**src/include/bsu_consts.svh**
```systemverilog
// timing constants for the single-operand, shift and bit-field timing unit
// Operation
// - each operand bus cycle takes two clocks
// - totals include every read, prefetch, write cycle
// - uncached figure adds one clock, for unary memory forms only
// - address phase runs before memory operation time
// - unary ops: register 2, memory 3/4
// - extend 4, set-cond 4, decimal 6, tas 12
// - shift time ignores count except logical and arithmetic right register count
// - logical register-count shift: 6, over size 8
// - arithmetic right register-count shift: 6 or 10
// - left and right logical shifts and rotates take equal time
// - asl 6/8, rotate-extend 12, memory shifts 4/6
// - bit test 4 no write, modify 6
// - field register clocks 8,10,12,14,20; one read
// - five-byte field needs two operand cycles each
// - field memory totals exclude separate address time
`ifndef BSU_CONSTS_SVH
`define BSU_CONSTS_SVH
`define BSU_TOT_W      6
`define BSU_EA_W       8
`define BSU_BUS_CLKS   6'h02
`define BSU_ONE_CYC    2'h1
`define BSU_TWO_CYC    2'h2
`define BSU_UNARY_REG  6'h02
`define BSU_UNARY_MEM  6'h03
`define BSU_NC_EXTRA   6'h01
`define BSU_SEXT_REG   6'h04
`define BSU_DNEG_REG   6'h06
`define BSU_SCC_REG    6'h04
`define BSU_SCC_MEM    6'h05
`define BSU_TAS_REG    6'h04
`define BSU_TAS_MEM    6'h0C
`define BSU_TST_CLKS   6'h02
`define BSU_LSH_IMM    6'h04
`define BSU_LSH_IN     6'h06
`define BSU_LSH_OVER   6'h08
`define BSU_LSH_MEM    6'h04
`define BSU_ASL_IMM    6'h06
`define BSU_ASL_REG    6'h08
`define BSU_ASL_MEM    6'h06
`define BSU_ASR_IMM    6'h04
`define BSU_ASR_IN     6'h06
`define BSU_ASR_OVER   6'h0A
`define BSU_ASR_MEM    6'h04
`define BSU_ROT_IMM    6'h06
`define BSU_ROT_REG    6'h08
`define BSU_ROT_MEM    6'h06
`define BSU_ROX_REG    6'h0C
`define BSU_ROX_MEM    6'h04
`define BSU_SINGLE_BIT_TEST_CLKS  6'h04
`define BSU_BMOD_CLKS  6'h06
`define BSU_FTST_REG   6'h08
`define BSU_FTST_M4    6'h0A
`define BSU_FTST_M5    6'h0E
`define BSU_FMOD_REG   6'h0E
`define BSU_FMOD_M4    6'h0E
`define BSU_FMOD_M5    6'h16
`define BSU_FEXT_REG   6'h0A
`define BSU_FEXT_M4    6'h0C
`define BSU_FEXT_M5    6'h12
`define BSU_FINS_REG   6'h0C
`define BSU_FINS_M4    6'h0C
`define BSU_FINS_M5    6'h12
`define BSU_FFFO_REG   6'h14
`define BSU_FFFO_M4    6'h16
`define BSU_FFFO_M5    6'h1C
`endif

```
**src/include/bsu_pkg.sv**
```systemverilog
// types shared by the timing unit
package bsu_pkg;
  typedef enum logic [4:0] {
    OP_CLEAR_OPERAND, OP_NEGATE_OPERAND, OP_NEGATE_WITH_EXTEND,
    OP_ONES_COMPLEMENT, OP_SIGN_EXTEND, OP_DECIMAL_NEGATE, OP_SET_ON_COND,
    OP_TEST_AND_SET, OP_TEST_OPERAND,
    OP_LOGICAL_SHIFT_IMM, OP_LOGICAL_SHIFT_REG,
    OP_ARITH_SHIFT_LEFT_IMM, OP_ARITH_SHIFT_LEFT_REG,
    OP_ARITH_SHIFT_RIGHT_IMM, OP_ARITH_SHIFT_RIGHT_REG,
    OP_ROTATE_PLAIN_IMM, OP_ROTATE_PLAIN_REG, OP_ROTATE_THROUGH_EXTEND,
    OP_SINGLE_BIT_TEST, OP_SINGLE_BIT_CHANGE, OP_SINGLE_BIT_CLEAR,
    OP_SINGLE_BIT_SET, OP_FIELD_TEST, OP_FIELD_CHANGE, OP_FIELD_CLEAR,
    OP_FIELD_SET, OP_FIELD_EXTRACT_SIGNED, OP_FIELD_EXTRACT_UNSIGNED,
    OP_FIELD_INSERT, OP_FIELD_FIND_FIRST_ONE
  } bsu_op_e;

  typedef enum {ST_IDLE, ST_ADDR, ST_EXEC} bsu_state_e;

  typedef struct packed {
    logic [5:0] tot;
    logic [1:0] rd;
    logic [1:0] pf;
    logic [1:0] wr;
  } bsu_tim_s;
endpackage

```
**src/hw/bsu_exec.sv**
```systemverilog
// execution timing sequencer for unary, shift and bit operations
`timescale 1ns/1ps
`include "bsu_consts.svh"
module bsu_exec (
  // clock and reset
  input  wire logic                    sys_clk,
  input  wire logic                    rst_n,
  // issue from decode
  input  wire logic                    issue_valid,
  output logic                         issue_ready,
  input  bsu_pkg::bsu_op_e             issue_op,
  input  wire logic                    issue_mem,
  input  wire logic                    issue_cached,
  input  wire logic                    issue_span5,
  input  wire logic                    issue_count_over,
  input  wire logic [`BSU_EA_W-1:0]    issue_ea_clks,
  // bus controller
  input  wire logic                    bus_wait,
  output logic                         bus_read,
  output logic                         bus_prefetch,
  output logic                         bus_write,
  // status
  output logic                         busy,
  output logic                         done,
  output logic [`BSU_TOT_W-1:0]        cycle_total
);
  // clocks spent in n two-clock bus cycles
  function automatic logic [5:0] bus_span(input logic [1:0] n);
    return {4'h0, n} * `BSU_BUS_CLKS;
  endfunction

  // listed figure for one operation form
  function automatic bsu_pkg::bsu_tim_s op_timing(
    input bsu_pkg::bsu_op_e op, input logic mem, input logic cached,
    input logic span5, input logic over);
    bsu_pkg::bsu_tim_s t;
    logic [1:0] frd;
    logic       unary;
    t = '0;
    frd = span5 ? `BSU_TWO_CYC : `BSU_ONE_CYC;
    unary = 1'b0;
    unique case (op)
      bsu_pkg::OP_CLEAR_OPERAND, bsu_pkg::OP_NEGATE_OPERAND,
      bsu_pkg::OP_NEGATE_WITH_EXTEND, bsu_pkg::OP_ONES_COMPLEMENT: begin
        t.tot = mem ? `BSU_UNARY_MEM : `BSU_UNARY_REG;
        t.wr  = mem ? `BSU_ONE_CYC : 2'h0;
        unary = mem;
      end
      bsu_pkg::OP_SIGN_EXTEND: t.tot = `BSU_SEXT_REG;
      bsu_pkg::OP_DECIMAL_NEGATE: t.tot = `BSU_DNEG_REG;
      bsu_pkg::OP_SET_ON_COND: begin
        t.tot = mem ? `BSU_SCC_MEM : `BSU_SCC_REG;
        t.wr  = mem ? `BSU_ONE_CYC : 2'h0;
      end
      bsu_pkg::OP_TEST_AND_SET: begin
        t.tot = mem ? `BSU_TAS_MEM : `BSU_TAS_REG;
        t.rd  = mem ? `BSU_ONE_CYC : 2'h0;
        t.wr  = mem ? `BSU_ONE_CYC : 2'h0;
      end
      bsu_pkg::OP_TEST_OPERAND: t.tot = `BSU_TST_CLKS;
      // direction is not an input: left and right share one figure
      bsu_pkg::OP_LOGICAL_SHIFT_IMM:
        t.tot = mem ? `BSU_LSH_MEM : `BSU_LSH_IMM;
      bsu_pkg::OP_LOGICAL_SHIFT_REG:
        t.tot = over ? `BSU_LSH_OVER : `BSU_LSH_IN;
      bsu_pkg::OP_ARITH_SHIFT_LEFT_IMM:
        t.tot = mem ? `BSU_ASL_MEM : `BSU_ASL_IMM;
      bsu_pkg::OP_ARITH_SHIFT_LEFT_REG: t.tot = `BSU_ASL_REG;
      bsu_pkg::OP_ARITH_SHIFT_RIGHT_IMM:
        t.tot = mem ? `BSU_ASR_MEM : `BSU_ASR_IMM;
      bsu_pkg::OP_ARITH_SHIFT_RIGHT_REG:
        t.tot = over ? `BSU_ASR_OVER : `BSU_ASR_IN;
      bsu_pkg::OP_ROTATE_PLAIN_IMM:
        t.tot = mem ? `BSU_ROT_MEM : `BSU_ROT_IMM;
      bsu_pkg::OP_ROTATE_PLAIN_REG: t.tot = `BSU_ROT_REG;
      bsu_pkg::OP_ROTATE_THROUGH_EXTEND:
        t.tot = mem ? `BSU_ROX_MEM : `BSU_ROX_REG;
      bsu_pkg::OP_SINGLE_BIT_TEST: t.tot = `BSU_SINGLE_BIT_TEST_CLKS;
      bsu_pkg::OP_SINGLE_BIT_CHANGE, bsu_pkg::OP_SINGLE_BIT_CLEAR,
      bsu_pkg::OP_SINGLE_BIT_SET: begin
        t.tot = `BSU_BMOD_CLKS;
        t.wr  = mem ? `BSU_ONE_CYC : 2'h0;
      end
      bsu_pkg::OP_FIELD_TEST: begin
        t.tot = !mem ? `BSU_FTST_REG : span5 ? `BSU_FTST_M5 : `BSU_FTST_M4;
        t.rd  = mem ? frd : 2'h0;
      end
      bsu_pkg::OP_FIELD_CHANGE, bsu_pkg::OP_FIELD_CLEAR,
      bsu_pkg::OP_FIELD_SET: begin
        t.tot = !mem ? `BSU_FMOD_REG : span5 ? `BSU_FMOD_M5 : `BSU_FMOD_M4;
        t.rd  = mem ? frd : 2'h0;
        t.wr  = mem ? frd : 2'h0;
      end
      bsu_pkg::OP_FIELD_EXTRACT_SIGNED, bsu_pkg::OP_FIELD_EXTRACT_UNSIGNED:
      begin
        t.tot = !mem ? `BSU_FEXT_REG : span5 ? `BSU_FEXT_M5 : `BSU_FEXT_M4;
        t.rd  = mem ? frd : 2'h0;
      end
      bsu_pkg::OP_FIELD_INSERT: begin
        t.tot = !mem ? `BSU_FINS_REG : span5 ? `BSU_FINS_M5 : `BSU_FINS_M4;
        t.rd  = mem ? frd : 2'h0;
        t.wr  = mem ? frd : 2'h0;
      end
      bsu_pkg::OP_FIELD_FIND_FIRST_ONE: begin
        t.tot = !mem ? `BSU_FFFO_REG : span5 ? `BSU_FFFO_M5 : `BSU_FFFO_M4;
        t.rd  = mem ? frd : 2'h0;
      end
      default: t.tot = `BSU_UNARY_REG; // unused encodings run as a nop
    endcase
    // a memory shift other than rotate-through-extend moves one bit and writes the operand back
    if (mem && (op inside {bsu_pkg::OP_LOGICAL_SHIFT_IMM,
        bsu_pkg::OP_ARITH_SHIFT_LEFT_IMM, bsu_pkg::OP_ARITH_SHIFT_RIGHT_IMM,
        bsu_pkg::OP_ROTATE_PLAIN_IMM})) t.wr = `BSU_ONE_CYC;
    // uncached stream fetches one word inside the listed total
    if (!cached) begin
      t.pf = `BSU_ONE_CYC;
      if (unary) t.tot = t.tot + `BSU_NC_EXTRA;
    end
    return t;
  endfunction

  bsu_pkg::bsu_state_e state_q, state_d;
  bsu_pkg::bsu_tim_s   tim_q, tim_d;
  logic [5:0]          pos_q, pos_d;
  logic [`BSU_EA_W-1:0] ea_q, ea_d;
  logic                accept, in_rd, in_pf, in_wr, hold, last;
  logic [5:0]          rd_end, pf_end, wr_beg;

  // bus windows: reads first, then prefetch, writes close the operation
  always_comb begin
    rd_end = bus_span(tim_q.rd);
    pf_end = rd_end + bus_span(tim_q.pf);
    wr_beg = tim_q.tot - bus_span(tim_q.wr);
    in_rd  = (state_q == bsu_pkg::ST_EXEC) && (pos_q < rd_end);
    in_pf  = (state_q == bsu_pkg::ST_EXEC) && !in_rd && (pos_q < pf_end);
    in_wr  = (state_q == bsu_pkg::ST_EXEC) && (pos_q >= wr_beg);
    // a slow bus stretches the operation rather than losing a cycle
    hold   = (in_rd || in_pf || in_wr) && bus_wait;
    last   = (state_q == bsu_pkg::ST_EXEC) && !hold &&
             (pos_q == tim_q.tot - 6'h01);
  end
  assign busy         = (state_q != bsu_pkg::ST_IDLE);
  assign issue_ready  = !busy;
  assign accept       = issue_valid && issue_ready;
  assign bus_read     = in_rd;
  assign bus_prefetch = in_pf;
  assign bus_write    = in_wr;
  assign done         = last;
  assign cycle_total  = tim_q.tot;
  // sequencer next state
  always_comb begin
    state_d = state_q;
    tim_d   = tim_q;
    pos_d   = pos_q;
    ea_d    = ea_q;
    unique case (state_q)
      bsu_pkg::ST_IDLE: begin
        if (accept) begin
          tim_d = op_timing(issue_op, issue_mem, issue_cached,
                            issue_span5, issue_count_over);
          pos_d = 6'h00;
          ea_d  = issue_ea_clks;
          // address work is its own phase ahead of the listed time
          state_d = (issue_mem && (issue_ea_clks != '0)) ?
                    bsu_pkg::ST_ADDR : bsu_pkg::ST_EXEC;
        end
      end
      bsu_pkg::ST_ADDR: begin
        ea_d = ea_q - 1'b1;
        if (ea_q == {{(`BSU_EA_W-1){1'b0}}, 1'b1}) begin
          state_d = bsu_pkg::ST_EXEC;
        end
      end
      bsu_pkg::ST_EXEC: begin
        if (last) begin
          state_d = bsu_pkg::ST_IDLE;
        end else if (!hold) begin
          pos_d = pos_q + 6'h01;
        end
      end
    endcase
  end

  // sequencer registers
  always_ff @(posedge sys_clk) begin
    if (!rst_n) begin
      state_q <= bsu_pkg::ST_IDLE;
      tim_q   <= '0;
      pos_q   <= 6'h00;
      ea_q    <= '0;
    end else begin
      state_q <= state_d;
      tim_q   <= tim_d;
      pos_q   <= pos_d;
      ea_q    <= ea_d;
    end
  end
  // helper counters seen only by the checks below
  logic [5:0] len_q, rdc_q, wrc_q;
  logic       stall_q;
  always_ff @(posedge sys_clk) begin
    if (!rst_n || accept) begin
      len_q <= 6'h00;
      rdc_q <= 6'h00;
      wrc_q <= 6'h00;
      stall_q <= 1'b0;
    end else begin
      if (state_q == bsu_pkg::ST_EXEC) len_q <= len_q + 6'h01;
      if (in_rd && !bus_wait) rdc_q <= rdc_q + 6'h01;
      if (in_wr && !bus_wait) wrc_q <= wrc_q + 6'h01;
      if (hold) stall_q <= 1'b1;
    end
  end
  property p_busy_hold;
    @(posedge sys_clk) disable iff (!rst_n)
    (busy && !done) |=> busy && !issue_ready;
  endproperty
  a_busy_hold: assert property (p_busy_hold)
    else $error("busy dropped during an operation");
  property p_total_len;
    @(posedge sys_clk) disable iff (!rst_n)
    (done && !stall_q) |-> (len_q + 6'h01 == tim_q.tot);
  endproperty
  a_total_len: assert property (p_total_len)
    else $error("operation length differs from listed total");
  property p_bus_counts;
    @(posedge sys_clk) disable iff (!rst_n)
    done |=> (rdc_q == bus_span($past(tim_q.rd))) &&
             (wrc_q == bus_span($past(tim_q.wr)));
  endproperty
  a_bus_counts: assert property (p_bus_counts)
    else $error("operand bus clocks do not match counts");
  property p_clr_reg;
    @(posedge sys_clk) disable iff (!rst_n)
    (accept && issue_op == bsu_pkg::OP_CLEAR_OPERAND && !issue_mem &&
     issue_cached) |=> busy [*2] ##1 !busy;
  endproperty
  a_clr_reg: assert property (p_clr_reg)
    else $error("register clear not two clocks");
  property p_clr_mem_nc;
    @(posedge sys_clk) disable iff (!rst_n)
    (accept && issue_op == bsu_pkg::OP_CLEAR_OPERAND && issue_mem &&
     !issue_cached) |=> (tim_q.tot == 6'h04) && (tim_q.pf == 2'h1);
  endproperty
  a_clr_mem_nc: assert property (p_clr_mem_nc)
    else $error("uncached memory clear not four clocks");
  property p_lsh_over;
    @(posedge sys_clk) disable iff (!rst_n)
    (accept && issue_op == bsu_pkg::OP_LOGICAL_SHIFT_REG && issue_cached &&
     issue_count_over && !issue_mem) |=> busy [*8] ##1 !busy;
  endproperty
  a_lsh_over: assert property (p_lsh_over)
    else $error("oversize logical shift not eight clocks");
  property p_asr_over;
    @(posedge sys_clk) disable iff (!rst_n)
    (accept && issue_op == bsu_pkg::OP_ARITH_SHIFT_RIGHT_REG &&
     issue_cached && issue_count_over && !issue_mem)
      |-> ##10 busy ##1 !busy;
  endproperty
  a_asr_over: assert property (p_asr_over)
    else $error("oversize arithmetic right shift not ten clocks");
  property p_tas_mem;
    @(posedge sys_clk) disable iff (!rst_n)
    (accept && issue_op == bsu_pkg::OP_TEST_AND_SET && issue_mem)
      |=> tim_q.tot == 6'h0C && tim_q.rd == 2'h1 && tim_q.wr == 2'h1;
  endproperty
  a_tas_mem: assert property (p_tas_mem)
    else $error("memory test-and-set figure wrong");
  property p_span5;
    @(posedge sys_clk) disable iff (!rst_n)
    (accept && issue_op == bsu_pkg::OP_FIELD_CHANGE && issue_mem &&
     issue_span5) |=> tim_q.rd == 2'h2 && tim_q.wr == 2'h2;
  endproperty
  a_span5: assert property (p_span5)
    else $error("five-byte field not two operand cycles");
  property p_ea_first;
    @(posedge sys_clk) disable iff (!rst_n)
    (accept && issue_mem && issue_ea_clks == 8'h03)
      |=> (state_q == bsu_pkg::ST_ADDR) [*3] ##1
          (state_q == bsu_pkg::ST_EXEC && pos_q == 6'h00);
  endproperty
  a_ea_first: assert property (p_ea_first)
    else $error("address phase length wrong");
  property p_wait_hold;
    @(posedge sys_clk) disable iff (!rst_n)
    (bus_read && bus_wait) |=> $stable(pos_q) && busy;
  endproperty
  a_wait_hold: assert property (p_wait_hold)
    else $error("bus wait did not stretch operation");
  property p_single_bit_test_nowr;
    @(posedge sys_clk) disable iff (!rst_n)
    (accept && issue_op == bsu_pkg::OP_SINGLE_BIT_TEST)
      |=> tim_q.wr == 2'h0 && tim_q.tot == 6'h04;
  endproperty
  a_single_bit_test_nowr: assert property (p_single_bit_test_nowr)
    else $error("bit test figure wrong");
endmodule

```
**config.mk**
```make
export PLATFORM = sky130hd
export DESIGN_NAME = bsu_exec
export DESIGN_NICKNAME = d
export VERILOG_FILES = /design/src/include/bsu_pkg.sv /design/src/hw/bsu_exec.sv
export VERILOG_INCLUDE_DIRS = /design/src /design/src/include
export SDC_FILE = /design/constraint.sdc
export NUM_CORES = 1
export LEC_CHECK = 0
export BUFFER_PORTS_ARGS = -buffer_cell sky130_fd_sc_hd__buf_2
export CORE_UTILIZATION = 55
export CTS_CLUSTER_DIAMETER = 40
export DETAILED_ROUTE_END_ITERATION = 7
export PLACE_DENSITY = 0.84
export SKIP_CTS_REPAIR_TIMING = 1
export SYNTH_ARGS = -nofsm -noshare
export SYNTH_HDL_FRONTEND = slang
export SYNTH_SLANG_ARGS = --single-unit
```
**constraint.sdc**
```tcl
create_clock -name sys_clk -period 6.9 [get_ports sys_clk]
set_input_delay 1.38 -clock sys_clk [delete_from_list [all_inputs] [get_ports sys_clk]]
set_output_delay 1.38 -clock sys_clk [all_outputs]
set_load 0.02 [all_outputs]
```
======== Word-level counts from Yosys, hierarchy flattened ========
Cells that the tools add are included.
storage, ports and cells
  register bits ........................... 58
  input bits .............................. 21
  output and inout port bits .............. 12
  logic and storage cells ................. 130
operators by class
  $add $sub $neg .......................... 6
  magnitude comparators ................... 3
  equality and inequality tests ........... 38
  multiplexer cells ....................... 41
  reduce and logical (&&, ||, !) cells .... 35
operator list
  cell                                                               number
  32-bit 2-to-1 mux                                                  3
  32-bit one-hot mux with 3 select lines                             1
  6-bit one-hot mux with 14 select lines                             1
  5-bit == test (second input constant)                              14
  6-bit 2-to-1 mux                                                   8
  5-bit by 4-bit == test with 1-bit output (second input constant)   7
  32-bit by 1-bit == test with 1-bit output (second input constant)  1
  32-bit by 2-bit == test with 1-bit output (second input constant)  1
  32-bit by 3-bit == test with 1-bit output (second input constant)  1
  32-bit zero test                                                   1
  32-bit nonzero test                                                1
  4-bit 2-to-1 mux                                                   6
  5-bit by 3-bit == test with 1-bit output (second input constant)   4
  5-bit 2-to-1 mux                                                   4
  8-bit one-hot mux with 2 select lines                              1
  6-bit by 1-bit adder with 6-bit output (second input constant)     2
  6-bit one-hot mux with 2 select lines                              1
  4-bit OR reduction                                                 3
  5-bit by 2-bit == test with 1-bit output (second input constant)   2
  1-bit logical AND                                                  10
  2-bit inequality test (second input constant)                      5
  9-bit OR reduction                                                 1
  8-bit by 1-bit == test with 1-bit output (second input constant)   1
  2-bit 2-to-1 mux                                                   4
  26 further kinds                                                   40

======== Longest topological paths before layout ========
Gate-level depths: netlist of run 1.
  depth in word-level cells ............... 13
  gate-level depth with buffers ........... 12
  depth with buffers taken out ............ 12

======== Worst setup path after synthesis of run 1 ========
No wires, ideal clock.
  path kind ............................... register -> output
  start point ............................. reg tim_q, in the netlist cycle_total[1]
  end point ............................... out done
  arrival ................................. 2.392 ns
  data required time ...................... 5.520 ns
  path slack .............................. 3.128 ns
  stages on the path, launching flop included .. 12
  path buffers ............................ 0
  cell sequence ........................... dfxtp_1 -> inv_1 -> ha_1 -> fa_1 -> nand2_1 -> xor2_1 -> ha_1 -> a21oi_1 -> nand2_1 -> a41oi_1 -> o21ai_0 -> a21oi_1
between the ends
  word-level cells in the longest chain between the ends .. 8
  elaborated cells between the ends (all ways) .. 10
  those cells by class .................... add/sub (2); order compare (1); eq/ne (1); reduce/logical (6)
RTL lines
  element                                      RTL line         text
  start, declared                              bsu_exec.sv:123  bsu_pkg::bsu_tim_s tim_q, tim_d;
  start signal, assigned                       bsu_exec.sv:193  tim_q <= tim_d;
  6-bit by 3-bit subtractor with 6-bit output  bsu_exec.sv:133  wr_beg = tim_q.tot - bus_span(tim_q.wr);
  6-bit greater-or-equal comparator            bsu_exec.sv:136  in_wr = (state_q == bsu_pkg::ST_EXEC) && (pos_q >= wr_beg);
  1-bit logical AND                            bsu_exec.sv:136
  1-bit logical OR                             bsu_exec.sv:138  hold = (in_rd || in_pf || in_wr) && bus_wait;
  1-bit logical AND                            bsu_exec.sv:138
  1-bit zero test                              -
  1-bit logical AND                            bsu_exec.sv:139  last = (state_q == bsu_pkg::ST_EXEC) && !hold &&
  1-bit logical AND *                          bsu_exec.sv:139
  end, declared                                bsu_exec.sv:24   output logic done,
Every way passes the cells marked *; elsewhere a longest branch is shown, timed or not.

======== Final worst setup path of run 1 ========
Ends and elaborated chain as after synthesis.

==> impl_metrics.ini, run 1 <==
[outcome]
outcome = finished, final reports clean

[floorplan]
dieArea_um2 = 4890
io_pins = 33
start_util = 0.579
rows = 24
dieWidth_um = 69.9
core-area_um2 = 4380
die_y_um = 69.9

[worst_setup_path]
critPathLaunchType = register
crit_type = reg2out
reg2regPathDepth = 12
crit_slowest_cell = dfxtp_1
reg2reg_slack_ps = 3720
cp_cell_sequence = inv_1, ha_1, fa_1, nand2_1, xor2_1, ha_1, a21oi_1, nand2_1, a41oi_1, o21ai_0, a21oi_1, buf_2
path_delay_family = adder cells
setup.worst_path.start = cycle_total[1]
worst-path-stages = 12
endpoint_kind = output pin
critPathCapture = done
critPathMaxFanout = 4
crit_required_ps = 5520
critical_path_arrival_ps = 2880
critPathMaxStageDelay_ps = 400
crit-reg2reg-capture = state_q[0]
crit_buf_inv = 2
r2r_start = cycle_total[1]

[cells_and_area]
multiInputGateArea_um2 = 1800
final_area_um2 = 2680
seq_area_um2 = 541
fin_util = 0.612
fin_nets = 398
finalNonFillerCells = 406
syn_to_final_growth_pct = 5.72
diodes = 0
n_fill_cell = 388
layout-drive-gt1-share = 0.144

[sta]
fin_crit_ps = 4260
tightest_slew_ps = 1060
rsz0062_at_grt = false
final-setup-viol-count = 0
post-route-period-util = 0.618
fmax_ghz = 0.234
hold_viol_final = 0
fin_ws_ps = 2640
tns_ps = 0
finClkSkew_ps = 2.50
max_slew_margin = 0.294
slew_violations = 0

[synthesis]
async_flop_share = 0
synth_edf_count = 0
syn_area_per_cell_um2 = 7.40
synth_area_um2 = 2540
synth_ff_type = dfxtp_1
synth_warnings = 0
synth_seq_cells = 27
ys_types = 62
ys_seq_area_frac = 0.213
syn_nets = 386
syn_inst = 343

[place]
dp_cells = 402
place.gp.congestion = 0.902
pre_cts_slack_ps = 2970
placed_area_um2 = 2640
io_buffers = 32
hpwl_mm = 4.54

[route]
viasPerCell = 6.21
routed-via-count = 2522
drtAntennaViolNets = 0
wl_mm = 6.19
drt-pass1-iter-count = 4
wl_per_cell_um = 15.2
drt_iter0_markers = 229
drc_errors = 0

[flow_run]
max_cap_viol_count = 0

[grt]
grt_overflow_total = 0
grt_pass1_wl_mm = 10.6
grt_max_degree = 24
grt_pass1_vias = 2418
antenna_found_initial = 0
grt_use_total = 0.260

[clock_network]
clock-sinks = 27
cts_buffers = 3
htreeDepth = 1
clk_path_buf_depth = 2
cts_tree = yes
clock_latency_ps = 270
cts_root_buffer = clkbuf_8
clkSlewWorstSetupHoldPaths_ps = 90

[power_and_ir_drop]
power_density_nw_per_um2 = 276
switching_share = 0.464
combinationalPowerShare = 0.577
internal_power_w = 0.000398
max-vdd-ir-drop_v = 0.000242
seqPwrFrac = 0.300
p_leak_nw = 1.10
p_sw_w = 0.000344
clock_power_share = 0.123

[worst_hold_path]
hold_class = reg2reg
-- state kept, by name, summed over array words and instances (netlist names) --
name and cells:
cycle_total 6, ea_q 8, pos_q 6, state_q 2
tim_q 5
-- final cells by class --
cell class,instances,share of cell area
tap,52,0.0242
multi-input combinational,271,0.670
timing repair buffer,32,0.0597
inverter,20,0.0280
clock buffer,4,0.0168
sequential,27,0.201
-- worst reg2reg max path: stages (launching register included) --
cell	delay [ps]
dfxtp_1	400
inv_1	80
ha_1	230
fa_1	400
nand2_1	90
xor2_1	160
ha_1	280
a21oi_1	170
nand2_1	90
a22oi_1	510
a21oi_2	160
a211oi_2	320
mux2i_1	210
-- layer usage --
metal	vias to the layer above	track usage	routed length, um
met1	1173	0.331	2780
met2	79	0.457	3010
met4	0	0.0689	68
met3	6	0.0390	335
met5	-	0	0
li1	1264	-	-
-- synthesized netlist by cell type, types with 4 or more instances --
cell	n	area, um2
buf_4	6	45.0
nand2b_1	8	50.1
and3_1	6	37.5
xnor2_1	7	61.3
o211ai_1	4	30.0
dfxtp_1	27	541
a221oi_1	4	35.0
nor4_1	5	31.3
ha_1	21	263
a21o_1	4	30.0
o31ai_1	7	52.6
nand2_1	27	101
a31oi_1	10	62.6
a21oi_1	24	120
clkbuf_1	14	52.6
nor3_1	5	25.0
nor2_1	37	139
nand3b_1	4	30.0
a211oi_1	5	37.5
o21ai_0	21	105
nand3_1	8	40.0
nor2b_1	9	56.3
o22ai_1	4	25.0
inv_1	19	71.3
-- worst min-delay path by stage --
stage	to	from	cells past startpoint	slack (ps)
after floorplan	tim_q[5]	tim_q[5]	2	450
after global placement	state_q[1]	state_q[1]	2	460
after detailed placement	state_q[1]	state_q[1]	2	470
after CTS	state_q[1]	state_q[1]	2	480
after global routing	tim_q[5]	tim_q[5]	2	520
final	state_q[1]	state_q[1]	2	480
-- cell usage in the layout, fill, tap and decap left out, types with 4 or more instances in the layout --
| cell | n |
|---|---|
| nor2b_1 | 9 |
| ha_1 | 21 |
| nor4_1 | 5 |
| nor2_1 | 37 |
| dfxtp_1 | 27 |
| a21o_1 | 4 |
| nor3_1 | 5 |
| a21oi_1 | 24 |
| nand3b_1 | 4 |
| and3_1 | 6 |
| o211ai_1 | 4 |
| o31ai_1 | 7 |
| nand2_1 | 27 |
| inv_1 | 19 |
| o21ai_0 | 21 |
| a221oi_1 | 4 |
| a211oi_1 | 5 |
| nand3_1 | 8 |
| xnor2_1 | 7 |
| o22ai_1 | 4 |
| a31oi_1 | 10 |
| buf_2 | 32 |
| nand2b_1 | 8 |
-- through the flow --
stage,power [W],hold slack [ps]
after global placement,0.000633,463
after detailed placement,0.000647,470
after floorplan,0.000557,449
after global routing,0.000805,518
final,0.000742,478
after CTS,0.000739,483
-- power groups by stage --
stage	logic [W]	clock network, W	registers (W)
after floorplan	0.000345	0	0.000213
after global placement	0.000411	0	0.000222
after detailed placement	0.000423	0	0.000224
after CTS	0.000425	0.0000933	0.000221
after global routing	0.000478	0.0000994	0.000227
final	0.000428	0.0000912	0.000223
-- cell families (layout without fill, tap and decap cells) --
group | count (synthesis) | count (layout) | share of synthesized area
muxes | 2 | 2 | 0.00789
xor gates and xnor gates | 10 | 10 | 0.0345
buffers and inverters | 45 | 56 | 0.0789
AOI/OAI and AO/OA | 107 | 107 | 0.291
DFF | 27 | 27 | 0.213
adders and majority gates | 22 | 22 | 0.111
and+or+nand+nor | 130 | 130 | 0.263
No activity file was read; power rests on OpenSTA's default activity.
==> run 2: changes to the inputs <==
Clock period 6.9 ns to 4.1 ns, I/O delays scaled along.
==> run 2 against run 1 <==
  * Final cell count unchanged
  * Global-route usage increased by 0.15 points
  * Wire length down 2.7%
  * Register-to-register slack worse by 2800 ps
  * Worst setup slack worse by 2200 ps
  * Clock skew hardly changed
  * Clock-buffer cell count stayed put
  * Cell area unchanged
  * Die area unchanged
  * Critical path type unchanged
  * Largest cell class unchanged
  * Highest routed layer unchanged
==> impl_metrics.ini, run 2 (synthesis results as in run 1) <==
[outcome]
outcome = finished, final reports clean

[cells_and_area]
final_cell_mix = nor2_1 (37), buf_2 (32), nand2_1 (27), dfxtp_1 (27), a21oi_1 (24)
fin_nets = 398
largest_register_ffs = 8
n_fill_cell = 402
final_common_cell = nor2_1
layout-drive-gt1-share = 0.144
diodes = 0
syn_to_final_growth_pct = 5.72
top_register = ea_q

[clock_network]
clkSlewWorstSetupHoldPaths_ps = 90
cts_tree = yes
cts_root_buffer = clkbuf_8
cts_buffers = 3
clock-sinks = 27
clock_latency_ps = 270
clk_path_buf_depth = 2
htreeDepth = 1

[power_and_ir_drop]
p_leak_nw = 1.10
max-vdd-ir-drop_v = 0.000319
power_density_nw_per_um2 = 464
seqPwrFrac = 0.300
p_total_w = 0.00125
combinationalPowerShare = 0.576
internal_power_w = 0.000669
clock_power_share = 0.125
switching_share = 0.463
p_sw_w = 0.000577

[worst_setup_path]
cp_cell_sequence = inv_1, ha_1, fa_1, nand2_1, xor2_1, ha_1, a21oi_1, nand2_1, a41oi_1, o21ai_0, a21oi_1, buf_2
critical_path_arrival_ps = 2860
critPathMaxStageDelay_ps = 410
crit_type = reg2out
crit_buf_inv = 2
critPathLaunchType = register
reg2reg_slack_ps = 910
path_delay_family = adder cells
critPathMaxFanout = 4
crit_slowest_cell = dfxtp_1
crit_required_ps = 3280
endpoint_kind = output pin

[floorplan]
rows = 24
core-area_um2 = 4380
io_pins = 33
dieWidth_um = 69.9
die_y_um = 69.9
start_util = 0.579
dieArea_um2 = 4890

[sta]
rsz0062_at_grt = false
final-setup-viol-count = 0
max_slew_margin = 0.340
post-route-period-util = 0.898
fmax_ghz = 0.272
slew_violations = 0
hold_viol_final = 0
tightest_slew_ps = 990
finClkSkew_ps = 2.99
fin_crit_ps = 3680
tns_ps = 0

[worst_hold_path]
hold_class = reg2reg

[flow_run]
max_cap_viol_count = 0

[route]
drt_iter0_markers = 214
drc_errors = 0
routed-via-count = 2543
drtAntennaViolNets = 0
viasPerCell = 6.26
wl_per_cell_um = 14.8
wl_mm = 6.02
drt-pass1-iter-count = 4

[place]
hpwl_mm = 4.44
io_buffers = 32
place.gp.congestion = 0.883

[grt]
grt_max_degree = 24
antenna_found_initial = 0
grt_use_total = 0.262
grt_pass1_wl_mm = 10.7
grt_pass1_vias = 2363
grt_overflow_total = 0
[run 2: cell counts in the layout (fill, tap and decap cells not counted)]
Identical to the previous run, type by type.
[run 2: worst reg2reg max path, delay by kind of cell, from the launching register on]
| kind | cells | cell delay [ps] |
|---|---|---|
| xor gates and xnor gates | 1 | 150 |
| buffers and inverters | 1 | 80 |
| and+or+nand+nor | 2 | 180 |
| adders and majority gates | 3 | 920 |
| muxes | 1 | 220 |
| DFF | 1 | 410 |
| AOI/OAI and AO/OA | 4 | 1160 |
[run 2: routing by layer]
layer	GRT usage	wire [um]	up-vias
met4	0.0667	91	0
met1	0.360	2760	1183
met2	0.428	2850	88
li1	-	-	1262
met3	0.0404	315	10
met5	0	0	-
[run 2: area by class of cell]
| cell class | count | area, um2 | share of cell area |
|---|---|---|---|
| multi-input combinational | 271 | 1800 | 0.670 |
| sequential | 27 | 541 | 0.201 |
| timing repair buffer | 32 | 160 | 0.0597 |
| inverter | 20 | 75.1 | 0.0280 |
| tap | 52 | 65.1 | 0.0242 |
| clock buffer | 4 | 45.0 | 0.0168 |
[run 2: power by group through the flow]
stage          Combinational [W]  Sequential [W]  Clock [W]
6_report                0.000718        0.000373   0.000155
5_1_grt                 0.000806        0.000384   0.000169
4_1_cts                 0.000712        0.000373   0.000159
3_5_place_dp            0.000707        0.000378          0
3_3_place_gp            0.000689        0.000374          0
2_1_floorplan           0.000580        0.000358          0
[run 2: worst paths after layout]
| kind | start | endpoint | depth (start not counted) |
|---|---|---|---|
| setup / recovery | cycle_total[1] | done | 12 |
| hold / removal | tim_q[5] | tim_q[5] | 2 |
| setup reg to reg | cycle_total[1] | state_q[1] | 12 |
| hold reg to reg | tim_q[5] | tim_q[5] | 2 |
[run 2: stage by stage]
step                      hold slack [ps]  instance area, um2  setup WS, ps  utilization  instances
after floorplan                       449                2540           888            -        343
after global placement                464                2640           854        0.602        402
after detailed placement              477                2640           738        0.602        402
after CTS                             489                2680           427        0.612        406
after global routing                  521                2680           227        0.612        406
final                                 487                2680           418        0.612        406
==> run 3: changes to the inputs <==
Settings changed: CAP_MARGIN set to 10, REMOVE_ABC_BUFFERS set to 1.
==> run 3 against run 2 <==
  * Combinational power decreased by 2%
  * Sequential power about the same
  * First-iteration DRC count increased by 2.3%
  * Critical path type unchanged
  * Largest power group unchanged
  * Via count increased by 0.87%
  * Sequential share of layout area about the same
==> impl_metrics.ini, run 3 (synthesis results as in run 1) <==
[route]
viasPerCell = 6.32
routed-via-count = 2565
drc_errors = 0
drtAntennaViolNets = 0
drt_iter0_markers = 219
drt-pass1-iter-count = 5
wl_mm = 6.14
wl_per_cell_um = 15.1

[cells_and_area]
fin_nets = 398
syn_to_final_growth_pct = 5.77
final_cell_mix = nor2_1 (37), buf_2 (32), nand2_1 (27), dfxtp_1 (27), a21oi_1 (24)
largest_register_ffs = 8
seq_area_um2 = 541
diodes = 0
top_register = ea_q
fin_util = 0.612
layout-drive-gt1-share = 0.147
final_common_cell = nor2_1
multiInputGateArea_um2 = 1800
finalNonFillerCells = 406
final_area_um2 = 2690
n_fill_cell = 427

[worst_setup_path]
setup.worst_path.start = cycle_total[2]
r2r_start = cycle_total[2]
crit_required_ps = 3280
critical_path_arrival_ps = 2890
crit_type = reg2out
critPathLaunchType = register
endpoint_kind = output pin
critPathMaxFanout = 7

[floorplan]
dieWidth_um = 69.9
core-area_um2 = 4380
rows = 24
dieArea_um2 = 4890
die_y_um = 69.9
io_pins = 33
start_util = 0.579

[outcome]
outcome = finished, final reports clean

[place]
placed_area_um2 = 2640
dp_cells = 402
place.gp.congestion = 0.910
hpwl_mm = 4.54
io_buffers = 32
pre_cts_slack_ps = 762

[sta]
max_slew_margin = 0.368
final-setup-viol-count = 0
slew_violations = 0
fmax_ghz = 0.270
post-route-period-util = 0.904
finClkSkew_ps = 8.33
tightest_slew_ps = 948
rsz0062_at_grt = false
hold_viol_final = 0
tns_ps = 0
fin_ws_ps = 394
fin_crit_ps = 3710

[grt]
grt_use_total = 0.255
grt_pass1_vias = 2320
grt_overflow_total = 0
grt_pass1_wl_mm = 10.4
antenna_found_initial = 0
grt_max_degree = 24

[worst_hold_path]
hold_class = reg2reg
hp-start = state_q[1]

[flow_run]
max_cap_viol_count = 0

[clock_network]
clk_path_buf_depth = 2
cts_buffers = 3
htreeDepth = 1
clock_latency_ps = 280
clkSlewWorstSetupHoldPaths_ps = 100
cts_root_buffer = clkbuf_8
clock-sinks = 27
cts_tree = yes

[power_and_ir_drop]
max-vdd-ir-drop_v = 0.000317
p_leak_nw = 1.10
power_density_nw_per_um2 = 461
==> run 3: cell types whose count changed in the layout (fill, tap and decap cells not counted) <==
cell and change:
clkinv_2 +1, clkbuf_1 -1
==> run 3: area by class of cell <==
class,instances,share of cell area
multi-input combinational,271,0.670
sequential,27,0.201
timing repair buffer,32,0.0596
inverter,20,0.0280
tap,52,0.0242
clock buffer,3,0.0154
clock inverter,1,0.00186
==> run 3: final timing paths <==
path                                   end  slack, ps  cells past startpoint
worst max-delay path                  done        390                     11
worst min-delay path            state_q[1]        490                      2
worst max register to register  state_q[0]        910                     11
worst min register to register  state_q[1]        490                      2
==> run 3: per-layer routing <==
metal | GRT usage | up-vias | wire, um
met4 | 0.0711 | 0 | 59
li1 | - | 1264 | -
met3 | 0.0404 | 10 | 406
met1 | 0.338 | 1163 | 2740
met2 | 0.428 | 128 | 2930
met5 | 0 | - | 0
==> run 3: critical path, cell delays in order (launching register included) <==
cell,delay [ps]
dfxtp_1,520
inv_1,150
fa_1,470
nand2_1,90
xor2_1,150
ha_1,280
a21oi_1,190
nand2_1,90
a41oi_1,220
o21ai_0,120
a21oi_1,140
buf_2,170
==> run 3: power breakdown <==
group | total [W] | internal, W | leakage, nW | switching, W
Sequential | 0.000375 | 0.000315 | 0.221 | 0.0000605
Clock | 0.000157 | 0.0000684 | 0.0255 | 0.0000887
Combinational | 0.000705 | 0.000284 | 0.856 | 0.000421
Total | 0.00124 | 0.000667 | 1.10 | 0.000570
==> run 3: through the flow <==
stage	hold slack [ps]	power, W
final	486	0.00124
after global routing	518	0.00135
after CTS	491	0.00123
after detailed placement	478	0.00108
after global placement	467	0.00105
after floorplan	449	0.000904
